==> src/hdl/fdci_map.vh <==
`ifndef FDCI_MAP_VH
`define FDCI_MAP_VH
`define FDCI_OFS_MON_A 3'h0
`define FDCI_OFS_MON_B 3'h1
`define FDCI_OFS_DOUT 3'h2
`define FDCI_OFS_TAPE 3'h3
`define FDCI_OFS_MSR 3'h4
`define FDCI_OFS_DATA 3'h5
`define FDCI_OFS_DIN 3'h7
`define FDCI_CMD_SPECIFY 5'h03
`define FDCI_CMD_SDS 5'h04
`define FDCI_CMD_WRITE 5'h05
`define FDCI_CMD_RECAL 5'h07
`define FDCI_CMD_SIS 5'h08
`define FDCI_CMD_WDEL 5'h09
`define FDCI_CMD_FORMAT 5'h0d
`define FDCI_CMD_DUMP 5'h0e
`define FDCI_CMD_SEEK 5'h0f
`define FDCI_CMD_VERSION 5'h10
`define FDCI_CMD_PERP 5'h12
`define FDCI_CMD_CONFIG 5'h13
`define FDCI_CMD_LOCK 5'h14
`define FDCI_CMD_VERIFY 5'h16
`define FDCI_VERSION_BYTE 8'h90
`define FDCI_INVALID_ST0 8'h80
`define FDCI_MSR_RQM 7
`define FDCI_MSR_DIO 6
`define FDCI_MSR_BUSY 3
`define FDCI_MON_INT 7
`define FDCI_MON_SECOND_DRIVE_ABSENT 6
`define FDCI_EXEC_CYCLES 8'h10
`endif

==> src/hdl/fdci_fifo.v <==
`timescale 1ns/100ps
// The write buffer module fdci_fifo sits in fdci_top.v, beside its only user

==> src/hdl/fdci_top.v <==
`timescale 1ns/100ps
`include "fdci_map.vh"
// Command interpreter and host register map of the disk controller
module fdci_top (
  input wire clk_i,
  input wire reset_i,
  input wire [2:0] addr_i,
  input wire rd_i,
  input wire wr_i,
  input wire [7:0] wdata_i,
  output reg [7:0] rdata_o,
  input wire [1:0] compat_mode_i,
  input wire second_drive_absent_i,
  input wire [7:0] drive_pins_i,
  input wire track_zero_n_i,
  input wire write_protect_n_i,
  input wire [7:0] disk_change_i,
  output wire irq_o,
  output reg [7:0] drive_output_control_o,
  output reg [7:0] rate_select_o,
  output reg [7:0] transfer_rate_config_o,
  output reg [1:0] drive_select_o,
  output reg head_select_o,
  output reg [7:0] target_cylinder_o,
  output reg step_req_o,
  output wire [7:0] wr_data_o,
  output wire wr_valid_o,
  input wire wr_ready_i
);
  localparam S_CMD = 3'h0;
  localparam S_PARAM = 3'h1;
  localparam S_EXEC = 3'h2;
  localparam S_XFER = 3'h3;
  localparam S_RES = 3'h4;

  reg [2:0] state;
  reg [7:0] cmd;
  reg [3:0] pcount;
  reg [3:0] pneed;
  reg [3:0] ridx;
  reg [3:0] rlen;
  reg [7:0] par [0:8];
  reg [7:0] present_cylinder [0:3];
  reg [7:0] spec1, spec2, cfg, precomp_start_track, perp, last_st0;
  reg lock_bit, irq_flag;
  reg [7:0] ecnt;
  reg [7:0] tape_assign;
  reg [9:0] xfer_left;
  reg [1:0] sync_ms1, sync_ms2;
  reg sync_d1, sync_d2, sync_t1, sync_t2, sync_w1, sync_w2;
  reg [7:0] sync_p1, sync_p2, sync_c1, sync_c2;
  reg [7:0] next_res;
  wire [4:0] op;
  wire data_wr;
  wire data_rd;
  wire fifo_ready;
  wire is_write;
  wire [3:0] new_pneed;
  integer i;

  assign op = cmd[4:0];
  assign is_write = (op == `FDCI_CMD_WRITE) || (op == `FDCI_CMD_WDEL);
  // Byte moves only when the master may transfer in the right direction
  assign data_wr = wr_i && (addr_i == `FDCI_OFS_DATA) &&
                   (state == S_CMD || state == S_PARAM || (state == S_XFER && fifo_ready));
  assign data_rd = rd_i && (addr_i == `FDCI_OFS_DATA) && (state == S_RES);
  assign irq_o = irq_flag;

  // Parameter count per command byte
  function [3:0] fdci_params;
    input [7:0] c;
    begin
      case (c[4:0])
        `FDCI_CMD_VERIFY: fdci_params = 4'h8;
        `FDCI_CMD_WRITE: fdci_params = (c[5] == 1'b0) ? 4'h8 : 4'h0;
        `FDCI_CMD_WDEL: fdci_params = (c[5] == 1'b0) ? 4'h8 : 4'h0;
        `FDCI_CMD_FORMAT: fdci_params = 4'h5;
        `FDCI_CMD_RECAL: fdci_params = 4'h1;
        `FDCI_CMD_SEEK: fdci_params = c[7] ? 4'h0 : 4'h2;
        `FDCI_CMD_SPECIFY: fdci_params = 4'h2;
        `FDCI_CMD_CONFIG: fdci_params = 4'h3;
        `FDCI_CMD_PERP: fdci_params = 4'h1;
        `FDCI_CMD_SDS: fdci_params = 4'h1;
        default: fdci_params = 4'h0;
      endcase
    end
  endfunction
  assign new_pneed = fdci_params(wdata_i);

  // Write data path toward the drive, buffered so the host can run ahead
  fdci_fifo #(.WIDTH(8), .DEPTH(4), .AW(2)) u_wbuf (
    .clk_i(clk_i),
    .reset_i(reset_i),
    .in_valid_i(data_wr && state == S_XFER),
    .in_ready_o(fifo_ready),
    .in_data_i(wdata_i),
    .out_valid_o(wr_valid_o),
    .out_ready_i(wr_ready_i),
    .out_data_o(wr_data_o)
  );

  // Pin inputs pass two flip-flops before use
  always @(posedge clk_i) begin
    sync_ms1 <= compat_mode_i;
    sync_ms2 <= sync_ms1;
    sync_d1 <= second_drive_absent_i;
    sync_d2 <= sync_d1;
    sync_t1 <= track_zero_n_i;
    sync_t2 <= sync_t1;
    sync_w1 <= write_protect_n_i;
    sync_w2 <= sync_w1;
    sync_p1 <= drive_pins_i;
    sync_p2 <= sync_p1;
    sync_c1 <= disk_change_i;
    sync_c2 <= sync_c1;
  end

  // Result byte selection by command and index
  always @* begin
    next_res = 8'h00;
    case (op)
      `FDCI_CMD_VERSION: next_res = `FDCI_VERSION_BYTE;
      `FDCI_CMD_SIS: next_res = (ridx == 4'h0) ? last_st0 : present_cylinder[drive_select_o];
      `FDCI_CMD_SDS: next_res = {1'b0, ~sync_w2, 1'b1, ~sync_t2, 1'b1, head_select_o,
                                 drive_select_o};
      `FDCI_CMD_LOCK: next_res = {3'h0, lock_bit, 4'h0};
      `FDCI_CMD_DUMP: begin
        case (ridx)
          4'h0: next_res = present_cylinder[0];
          4'h1: next_res = present_cylinder[1];
          4'h2: next_res = present_cylinder[2];
          4'h3: next_res = present_cylinder[3];
          4'h4: next_res = spec1;
          4'h5: next_res = spec2;
          4'h6: next_res = par[5];
          4'h7: next_res = {lock_bit, 1'b0, perp[5:0]};
          4'h8: next_res = cfg;
          4'h9: next_res = precomp_start_track;
          default: next_res = 8'h00;
        endcase
      end
      `FDCI_CMD_VERIFY, `FDCI_CMD_WRITE, `FDCI_CMD_WDEL, `FDCI_CMD_FORMAT: begin
        case (ridx)
          4'h0: next_res = last_st0;
          4'h1: next_res = 8'h00;
          4'h2: next_res = 8'h00;
          4'h3: next_res = par[1];
          4'h4: next_res = par[2];
          4'h5: next_res = par[3];
          4'h6: next_res = par[4];
          default: next_res = 8'h00;
        endcase
      end
      default: next_res = `FDCI_INVALID_ST0;
    endcase
  end

  // Command phase sequencing
  always @(posedge clk_i) begin
    if (reset_i) begin
      state <= S_CMD;
      cmd <= 8'h00;
      pcount <= 4'h0;
      pneed <= 4'h0;
      ridx <= 4'h0;
      rlen <= 4'h0;
      for (i = 0; i < 9; i = i + 1) par[i] <= 8'h00;
      for (i = 0; i < 4; i = i + 1) present_cylinder[i] <= 8'h00;
      spec1 <= 8'h00;
      spec2 <= 8'h00;
      cfg <= 8'h00;
      precomp_start_track <= 8'h00;
      perp <= 8'h00;
      last_st0 <= 8'h00;
      lock_bit <= 1'b0;
      irq_flag <= 1'b0;
      ecnt <= 8'h00;
      xfer_left <= 10'h000;
      drive_select_o <= 2'h0;
      head_select_o <= 1'b0;
      target_cylinder_o <= 8'h00;
      step_req_o <= 1'b0;
    end else begin
      step_req_o <= 1'b0;
      case (state)
        S_CMD: begin
          if (data_wr) begin
            cmd <= wdata_i;
            pcount <= 4'h0;
            pneed <= new_pneed;
            ridx <= 4'h0;
            if (new_pneed != 4'h0) state <= S_PARAM;
            else begin
              state <= S_EXEC;
              ecnt <= `FDCI_EXEC_CYCLES;
            end
          end
        end
        S_PARAM: begin
          if (data_wr) begin
            par[pcount] <= wdata_i;
            pcount <= pcount + 4'h1;
            // Only commands whose first parameter is a head/drive byte move the selection
            if (pcount == 4'h0 && op != `FDCI_CMD_SPECIFY && op != `FDCI_CMD_CONFIG &&
                op != `FDCI_CMD_PERP) begin
              drive_select_o <= wdata_i[1:0];
              head_select_o <= wdata_i[2];
            end
            if (pcount + 4'h1 == pneed) begin
              state <= S_EXEC;
              ecnt <= `FDCI_EXEC_CYCLES;
            end
          end
        end
        S_EXEC: begin
          ecnt <= ecnt - 8'h01;
          if (ecnt == `FDCI_EXEC_CYCLES) begin
            // Capture settings and start motion once
            case (op)
              `FDCI_CMD_SPECIFY: begin
                spec1 <= par[0];
                spec2 <= par[1];
              end
              `FDCI_CMD_CONFIG: begin
                cfg <= {1'b0, par[1][6:0]};
                precomp_start_track <= par[2];
              end
              `FDCI_CMD_PERP: perp <= par[0];
              `FDCI_CMD_LOCK: lock_bit <= cmd[7];
              `FDCI_CMD_RECAL: begin
                target_cylinder_o <= 8'h00;
                step_req_o <= 1'b1;
              end
              `FDCI_CMD_SEEK: begin
                target_cylinder_o <= par[1];
                step_req_o <= 1'b1;
              end
              default: ;
            endcase
            if (op == `FDCI_CMD_SIS) irq_flag <= 1'b0;
          end
          if (ecnt == 8'h01) begin
            ridx <= 4'h0;
            case (op)
              `FDCI_CMD_RECAL, `FDCI_CMD_SEEK: begin
                present_cylinder[drive_select_o] <= target_cylinder_o;
                last_st0 <= {2'b00, 1'b1, 2'b00, head_select_o, drive_select_o};
                irq_flag <= 1'b1;
                state <= S_CMD;
              end
              `FDCI_CMD_SPECIFY, `FDCI_CMD_CONFIG, `FDCI_CMD_PERP: state <= S_CMD;
              `FDCI_CMD_VERIFY: begin
                last_st0 <= {5'h00, head_select_o, drive_select_o};
                rlen <= 4'h7;
                state <= S_RES;
              end
              `FDCI_CMD_WRITE, `FDCI_CMD_WDEL, `FDCI_CMD_FORMAT: begin
                last_st0 <= {5'h00, head_select_o, drive_select_o};
                // Four ID bytes per sector on format; a fixed 128-byte sector otherwise
                xfer_left <= is_write ? 10'h080 : {par[2], 2'b00};
                if (!is_write && par[2] == 8'h00) begin
                  rlen <= 4'h6; // An empty track takes no ID bytes
                  state <= S_RES;
                end else state <= S_XFER;
              end
              `FDCI_CMD_SIS: begin
                rlen <= 4'h2;
                state <= S_RES;
              end
              `FDCI_CMD_DUMP: begin
                rlen <= 4'ha;
                state <= S_RES;
              end
              `FDCI_CMD_VERSION, `FDCI_CMD_LOCK, `FDCI_CMD_SDS: begin
                rlen <= 4'h1;
                state <= S_RES;
              end
              default: begin
                rlen <= 4'h1;
                state <= S_RES;
              end
            endcase
          end
        end
        S_XFER: begin
          // Each accepted host byte counts down the transfer
          if (data_wr) begin
            xfer_left <= xfer_left - 10'h001;
            if (xfer_left == 10'h001) begin
              rlen <= is_write ? 4'h7 : 4'h6;
              state <= S_RES;
            end
          end
        end
        S_RES: begin
          if (data_rd) begin
            ridx <= ridx + 4'h1;
            if (ridx + 4'h1 == rlen) state <= S_CMD;
          end
        end
        default: state <= S_CMD;
      endcase
    end
  end

  // Host-written control registers
  always @(posedge clk_i) begin
    if (reset_i) begin
      drive_output_control_o <= 8'h00;
      rate_select_o <= 8'h00;
      transfer_rate_config_o <= 8'h00;
      tape_assign <= 8'h00;
    end else if (wr_i) begin
      case (addr_i)
        `FDCI_OFS_DOUT: drive_output_control_o <= wdata_i;
        `FDCI_OFS_TAPE: tape_assign <= {6'h00, wdata_i[1:0]};
        `FDCI_OFS_MSR: rate_select_o <= wdata_i;
        `FDCI_OFS_DIN: transfer_rate_config_o <= wdata_i;
        default: ;
      endcase
    end
  end

  // Read data mux, registered
  always @(posedge clk_i) begin
    if (reset_i) rdata_o <= 8'h00;
    else if (rd_i) begin
      case (addr_i)
        `FDCI_OFS_MON_A: begin
          if (sync_ms2 == 2'b00) rdata_o <= 8'h00;
          else begin
            rdata_o <= sync_p2;
            rdata_o[`FDCI_MON_INT] <= irq_flag;
            if (sync_ms2 == 2'b01) rdata_o[`FDCI_MON_SECOND_DRIVE_ABSENT] <= sync_d2;
          end
        end
        `FDCI_OFS_MON_B: rdata_o <= (sync_ms2 == 2'b00) ? 8'h00 :
                                    {sync_d2, 4'h0, drive_output_control_o[0], 2'h0};
        `FDCI_OFS_TAPE: rdata_o <= tape_assign;
        `FDCI_OFS_MSR: rdata_o <= {(state == S_CMD || state == S_PARAM || state == S_RES ||
                                    (state == S_XFER && fifo_ready)),
                                   (state == S_RES), 2'b00,
                                   (state != S_CMD), 3'h0};
        `FDCI_OFS_DATA: rdata_o <= (state == S_RES) ? next_res : 8'h00;
        `FDCI_OFS_DIN: rdata_o <= sync_c2;
        default: rdata_o <= 8'h00;
      endcase
    end
  end
endmodule // fdci_top

// Small synchronous FIFO with valid/ready on both sides
module fdci_fifo #(
  parameter WIDTH = 8,
  parameter DEPTH = 4,
  parameter AW = 2
) (
  input wire clk_i,
  input wire reset_i,
  input wire in_valid_i,
  output wire in_ready_o,
  input wire [WIDTH-1:0] in_data_i,
  output wire out_valid_o,
  input wire out_ready_i,
  output wire [WIDTH-1:0] out_data_o
);
  reg [WIDTH-1:0] mem [0:DEPTH-1];
  reg [AW-1:0] wr_ptr;
  reg [AW-1:0] rd_ptr;
  reg [AW:0] count;
  wire push;
  wire pop;
  // Occupancy decides both flags, so full and empty never disagree with the pointers
  assign in_ready_o = (count != DEPTH[AW:0]);
  assign out_valid_o = (count != {(AW+1){1'b0}});
  assign out_data_o = mem[rd_ptr];
  assign push = in_valid_i & in_ready_o;
  assign pop = out_valid_o & out_ready_i;
  // Pointers and occupancy
  always @(posedge clk_i) begin
    if (reset_i) begin
      wr_ptr <= {AW{1'b0}};
      rd_ptr <= {AW{1'b0}};
      count <= {(AW+1){1'b0}};
    end else begin
      if (push) begin
        mem[wr_ptr] <= in_data_i;
        wr_ptr <= wr_ptr + 1'b1;
      end
      if (pop) rd_ptr <= rd_ptr + 1'b1;
      if (push & ~pop) count <= count + 1'b1;
      else if (pop & ~push) count <= count - 1'b1;
    end
  end
endmodule // fdci_fifo

==> config.mk <==
export PLATFORM = sky130hd
export DESIGN_NAME = fdci_top
export DESIGN_NICKNAME = d
export VERILOG_FILES = /design/src/hdl/fdci_fifo.v /design/src/hdl/fdci_top.v
export VERILOG_INCLUDE_DIRS = /design/src /design/src/hdl
export SDC_FILE = /design/constraint.sdc
export NUM_CORES = 1
export LEC_CHECK = 0
export ABC_AREA = 1
export CAP_MARGIN = 20
export CORE_AREA = 2 2 166 168
export CTS_CLUSTER_DIAMETER = 30
export DETAILED_ROUTE_END_ITERATION = 7
export DIE_AREA = 0 0 168 170
export DONT_BUFFER_PORTS = 1
export PLACE_DENSITY = 0.73
export SLEW_MARGIN = 15
export SYNTH_ARGS = -nofsm -noshare
export SYNTH_HDL_FRONTEND = slang
export SYNTH_HIERARCHICAL = 1
export SYNTH_SLANG_ARGS = --single-unit
==> constraint.sdc <==
create_clock -name clk_i -period 5.4 [get_ports clk_i]
set_input_delay 0.27 -clock clk_i [delete_from_list [all_inputs] [get_ports clk_i]]
set_output_delay 0.27 -clock clk_i [all_outputs]
set_load 0.01 [all_outputs]
; ---- Word-level counts from Yosys, hierarchy flattened
; Memory sizes are Yosys's and may differ from the RTL's. A register that Yosys moved wholly into a read port is not among the register bits.
; Index checks and enable logic that the tools add are counted.
[word_totals]
mem_bits_rw = 136
elab_cells = 264
output_inout_bits = 54
input_bits = 37
n_memories = 3
regBits = 185
[memory_table]
columns = name, words, width, rd, rd_ports_with_merged_regs, wr, line
row1 = par, 9, 8, 6, 0, 9, fdci_top.v:42  ; reg [7:0] par [0:8];
row2 = present_cylinder, 4, 8, 5, 1, 4, fdci_top.v:43  ; reg [7:0] present_cylinder [0:3];
row3 = u_wbuf.mem, 4, 8, 1, 1, 1, fdci_top.v:367  ; reg [WIDTH-1:0] mem [0:DEPTH-1];
[op_classes]
n_reduce_logical = 59
addsub = 8
mux = 79
eq_ne = 65
n_bitwise = 10
[op_table]
columns = operator, count
row1 = $pmux W8 S6, 2
row2 = $mux W8, 10
row3 = $pmux W8 S10, 1
row4 = $eq A5 B4 Y1 const B, 8
row5 = $eq A5 B5 Y1 const B, 8
row6 = $mux W10, 4
row7 = $mux W4, 10
row8 = $pmux W8 S5, 1
row9 = $mux W3, 11
row10 = $pmux W8 S2, 2
row11 = $eq A5 B3 Y1 const B, 6
row12 = $pmux W4 S7, 1
row13 = $pmux W8 S3, 1
row14 = $reduce_and A3 Y1, 8
row15 = $mux W1, 22
row16 = $pmux W10 S2, 1
row17 = $pmux W4 S5, 1
row18 = $ne A2 B2 Y1 const B, 9
row19 = $eq A4 B3 Y1 const B, 4
row20 = $pmux W4 S2, 2
row21 = $reduce_or A8 Y1, 2
row22 = $pmux W3 S5, 1
row23 = $mux W2, 7
row24 = $eq A3 B2 Y1 const B, 4
row25 = 44 further kinds, 95

; ---- Logic depth before layout (Yosys ltp)
[depth]
depth_word = 10
ltp_mapped = 16
depth_no_buf = 16

; ---- Cells and area by module
; The synthesis kept the hierarchy.
[modules_own_cells]
columns = module, area_per_inst_um2, instances, seq_area_each_um2, cells_per_inst
row1 = fdci_top, 11511.0, 1, 5885.6, 1451
row2 = fdci_fifo, 1721.7, 1, 1141.1, 144

; ---- Least setup slack after synthesis
; Ideal clock, no wire load.
[synth_timing]
kind = flip-flop to flip-flop
from = register state[1]
to = register u_wbuf.count[2]
stages_incl_launch_ff = 17
setup_time_ns = 0.113
period_less_slack_ns = 2.254
arrival_time_ns = 2.141
n_path_buf = 0
path_slack_ns = 3.146
required_ns = 5.287
cell_sequence = dfxtp_1 -> inv_1 -> nor2_2 -> nand2_2 -> o21ai_2 -> nand2_1 -> nor2_1 -> a21boi_4 -> ha_1 -> inv_1 -> fa_1 -> inv_1 -> nand2_1 -> nand3_1 -> nand2_1 -> nand2_1 -> nor2_1
[synth_via]
elab_chain_len = 9
elab_cells_between_ends = 14
classes_between = eq/ne (2) / mux (1) / bitwise (4) / reduce/logical (7)
[synth_rtl]
columns = item, line
row1 = "start, declared", fdci_top.v:36  ; reg [2:0] state;
row2 = "start signal, assigned", fdci_top.v:161  ; state <= S_CMD;
row3 = "start signal, assigned", fdci_top.v:192  ; if (new_pneed != 4'h0) state <= S_PARAM;
row4 = "start signal, assigned", fdci_top.v:194  ; state <= S_EXEC;
row5 = $eq A3 B1 Y1 (tied with other cells), fdci_top.v:65  ; (state == S_CMD || state == S_PARAM || (state == S_XFER && fifo_ready));
row6 = $logic_or A1 B1 Y1 or $logic_and A1 B1 Y1 (tied branches), fdci_top.v:65
row7 = $logic_or A1 B1 Y1, fdci_top.v:65
row8 = $logic_and A1 B1 Y1, fdci_top.v:64  ; assign data_wr = wr_i && (addr_i == `FDCI_OFS_DATA) &&
row9 = $logic_and A1 B1 Y1 *, fdci_top.v:94  ; .in_valid_i(data_wr && state == S_XFER),
row10 = $and A1 B1 Y1 *, fdci_top.v:377  ; assign push = in_valid_i & in_ready_o;
row11 = named net u_wbuf.push, fdci_top.v:371  ; wire push;
row12 = $not A1 Y1, fdci_top.v:392  ; else if (pop & ~push) count <= count - 1'b1;
row13 = $and A1 B1 Y1, fdci_top.v:392
row14 = $reduce_bool A2 Y1 (no line), --
row15 = "end signal, assigned", fdci_top.v:384  ; count <= {(AW+1){1'b0}};
row16 = "end signal, assigned", fdci_top.v:391  ; if (push & ~pop) count <= count + 1'b1;
row17 = "end signal, assigned", fdci_top.v:392
row18 = "end, declared", fdci_top.v:370  ; reg [AW:0] count;
; Mark *: on every way through the listed nets, which the timed path passes. The rest lies on a longest branch.
; A chain may end at the register's enable or synchronous reset.

; ---- Worst setup path in the final report
[layout_timing]
from = register state[0]
to = memory u_wbuf.mem[2][0] (enable)
[layout_via]
elab_chain_len = 9
elab_cells_between_ends = 12
classes_between = eq/ne (2) / mux (3) / bitwise (1) / reduce/logical (6)
[layout_rtl]
columns = item, line
row1 = $eq A3 B1 Y1 (tied with other cells), fdci_top.v:65
row2 = $logic_or A1 B1 Y1 or $logic_and A1 B1 Y1 (tied branches), fdci_top.v:65
row3 = $logic_or A1 B1 Y1, fdci_top.v:65
row4 = $logic_and A1 B1 Y1, fdci_top.v:64
row5 = $logic_and A1 B1 Y1 *, fdci_top.v:94
row6 = $and A1 B1 Y1 *, fdci_top.v:377
row7 = named net u_wbuf.push, fdci_top.v:371
row8 = $mux W1 *, fdci_top.v:386  ; if (push) begin
row9 = $mux W1 *, fdci_top.v:381  ; if (reset_i) begin
row10 = $mux W1 (not written as such) *, fdci_top.v:387  ; mem[wr_ptr] <= in_data_i;
row11 = "end, declared", fdci_top.v:367
; Marked as above.

==> metrics.cfg <==
[status]
status=complete, no violations

[global_routing]
grtUsageTotal_pct=25.8
grt_overflow=0
grt_max_degree=70
grt_first_pass_wirelength_um=58100
first_global_vias=11159
grt_antenna_before_repair=0

[drt]
drt_first_pass_iters=6
routed_wl_um=37400
viasPerCell=5.69
wire_per_inst_um=18.5
initialDrtViolationCount=1094
antenna_left=0
drc=0
vias=11482

[clocking]
clk_latency_ns=0.56
cts_tree=built
clk_pin_slew_ns=0.06
cts_buffer_depth=3
cts_buffers=51
htreeDepth=2
root_buffer=clkbuf_16
clkSinkCount=295

[setup_path]
crit_slowest_cell=nor2_1
cpPeakStageDelay_ns=0.65
critPathArrivalTime_ns=3.11
crit_chain=nand2_2 -> o21ai_2 -> nand2_1 -> nor2_1 -> a21boi_4 -> nand2_2 -> nor2_1
critical_path.startpoint_type=register
path_class=reg2reg
end_kind=register
critPathMaxFanout=16
critical_path_required_ns=5.57

[synth]
yosysTopAreaCell=dfxtp_1
yosysWarnings=6
synth_compound_area_share_pct=12.0
yosysUniqueCellTypes=52
synthesis.nets=1650
syn-cell-area_um2=13200
synth_edf_count=112
synth_mux_area_share_pct=0.151
synthCells=1595
syn_avg_cell_area_um2=8.30
ys_ff_latch=295
synth_fa_ha_area_share_pct=1.76
synth_area_leaders=dfxtp_1, edfxtp_1, nand2_1
synth_top_area_share_pct=27.7
synth_simple_gate_area_share_pct=25.7
synthXorXnorAreaFrac_pct=1.06
synth_top_family_by_area=simple AND/OR/NAND/NOR gates
async_reset_ff_share_pct=0
synthFlopType=dfxtp_1
synth-seq-area-share_pct=53.1

[sta]
hold_viol=0
max_slew_margin_pct=34.5
holdWs_ns=0.0401
finalCriticalPeriod_ns=2.93
worst_slew_pin_slew_ns=0.981
final_max_slew_viol_count=0
clock_skew_ns=0.0312
setup_violations=0
layout_setup_ws_ns=2.47
fmax_mhz=341
finalCritPeriodShare_pct=54.3
rsz0062_at_grt=false
fin_tns_setup_ns=0

[die]
die_h_um=170
die_w_um=168
fp-row-count=60
start_util_pct=49.7
core_region_area_um2=26700
ioPinCount=91
die-area_um2=28600

[place]
place.port_buffers=0
placed_area_um2=13400
finalWeightedCongestion=0.974
dp_hpwl_um=25000
pre_cts_ws_ns=2.52

[run]
cap_violations=0

[power_and_ir_drop]
vdd_drop_max_uv=363
power_density_nw_per_um2=453
leakage_nw=6.22
p_total_w=0.00710

[cells_and_area]
area_delta_synth_final_pct=18.4
n_antenna_cell=0
layout_commonest_cell=nand2_1
layout_common_cells=nand2_1, nor2_1, dfxtp_1, inv_1, a21oi_1
design_area_um2=15700
nets=1691
drive_above_1_share_pct=10.5

[min_path]
min_path_type=in2reg

worst paths after layout:
check / cells after the start / slack (ns) / startpoint / endpoint
hold / removal: 3 / 0.04 / reset_i / drive_output_control_o[0]$_SDFFE_PP0P_
hold reg to reg: 0 / 0.32 / sync_p1[6]$_DFF_P_ / sync_p2[6]$_DFF_P_
setup / recovery: 7 / 2.47 / state[0]$_SDFFE_PP0P_ / u_wbuf/mem[2][0]$_DFFE_PP_
setup reg to reg: 7 / 2.47 / state[0]$_SDFFE_PP0P_ / u_wbuf/mem[2][0]$_DFFE_PP_
repair_timing:
item                                    4_1_cts  5_1_grt
setup buffers                                 0        0
resized for setup                             0        0
hold endpoints to repair                    132        0
endpoints found under the setup margin        0        0
hold buffers                                 36        0
routing by layer:
metal / wire length (um) / vias to the layer above / track usage [%]
met5: 0 / - / 0
met4: 1200 / 0 / 9.72
met3: 3930 / 94 / 5.70
met2: 17500 / 586 / 42.7
met1: 14800 / 5388 / 33.2
li1: - / 5414 / -
stage by stage:
step | cells | util [%]
floorplan | 1595 | -
global placement | 1888 | 50.4
detailed placement | 1888 | 50.4
CTS | 2019 | 58.8
global route | 2019 | 58.8
finish | 2019 | 58.8
critical path: cells and delay by family (launching register included):
kind	cells	cell delay (ns)
DFF	1	0.58
AOI/OAI and AO/OA	2	0.51
and+or+nand+nor	5	1.46
report_power, final:
group          total, W  switching (W)  leakage, nW  internal, W
logic           0.00113       0.000786         2.73     0.000344
registers       0.00259       0.000162         2.61      0.00243
clock network   0.00338        0.00119        0.885      0.00219
total           0.00710        0.00213         6.22      0.00497
cell type report:
type	count	area, um^2
Clock buffer	54	1320
Clock inverter	41	524
Fill cell	2136	11000
Inverter	154	578
Multi-Input combinational cell	1094	5390
Sequential cell	295	7030
Tap cell	341	427
Timing Repair Buffer	40	408
logic make-up after synthesis:
| group | count (synthesis) |
|---|---|
| AOI/OAI and AO/OA | 291 |
| xor gates and xnor gates | 16 |
| adders and majority gates | 18 |
| buffers and inverters | 206 |
| DFF | 295 |
| muxes | 2 |
| and+or+nand+nor | 767 |
cell usage after synthesis (5+ instances only):
cell type and number:
nand2_1 293, nor2_1 265, dfxtp_1 183, inv_1 134, a21oi_1 120, o21ai_0 115
edfxtp_1 112, nand3_1 112, nand4_1 25, clkbuf_1 24, buf_2 19, ha_1 17
inv_2 16, nor2_2 15, nand3_2 13, o21ai_1 10, xor2_1 10, nor3_1 9
o22ai_1 8, nor2_4 7, o31ai_1 7, a211oi_1 6, o211ai_1 6, or2_2 6
xnor2_1 6, nand2_2 5
sequential cells by signal (all words and copies together), names as in the netlist, 10 cells and up, named ones only:
signal / count
xfer_left: 10
present_cylinder: 32
par: 48
u_wbuf/mem: 32
Power figures use the tool's default switching activity.
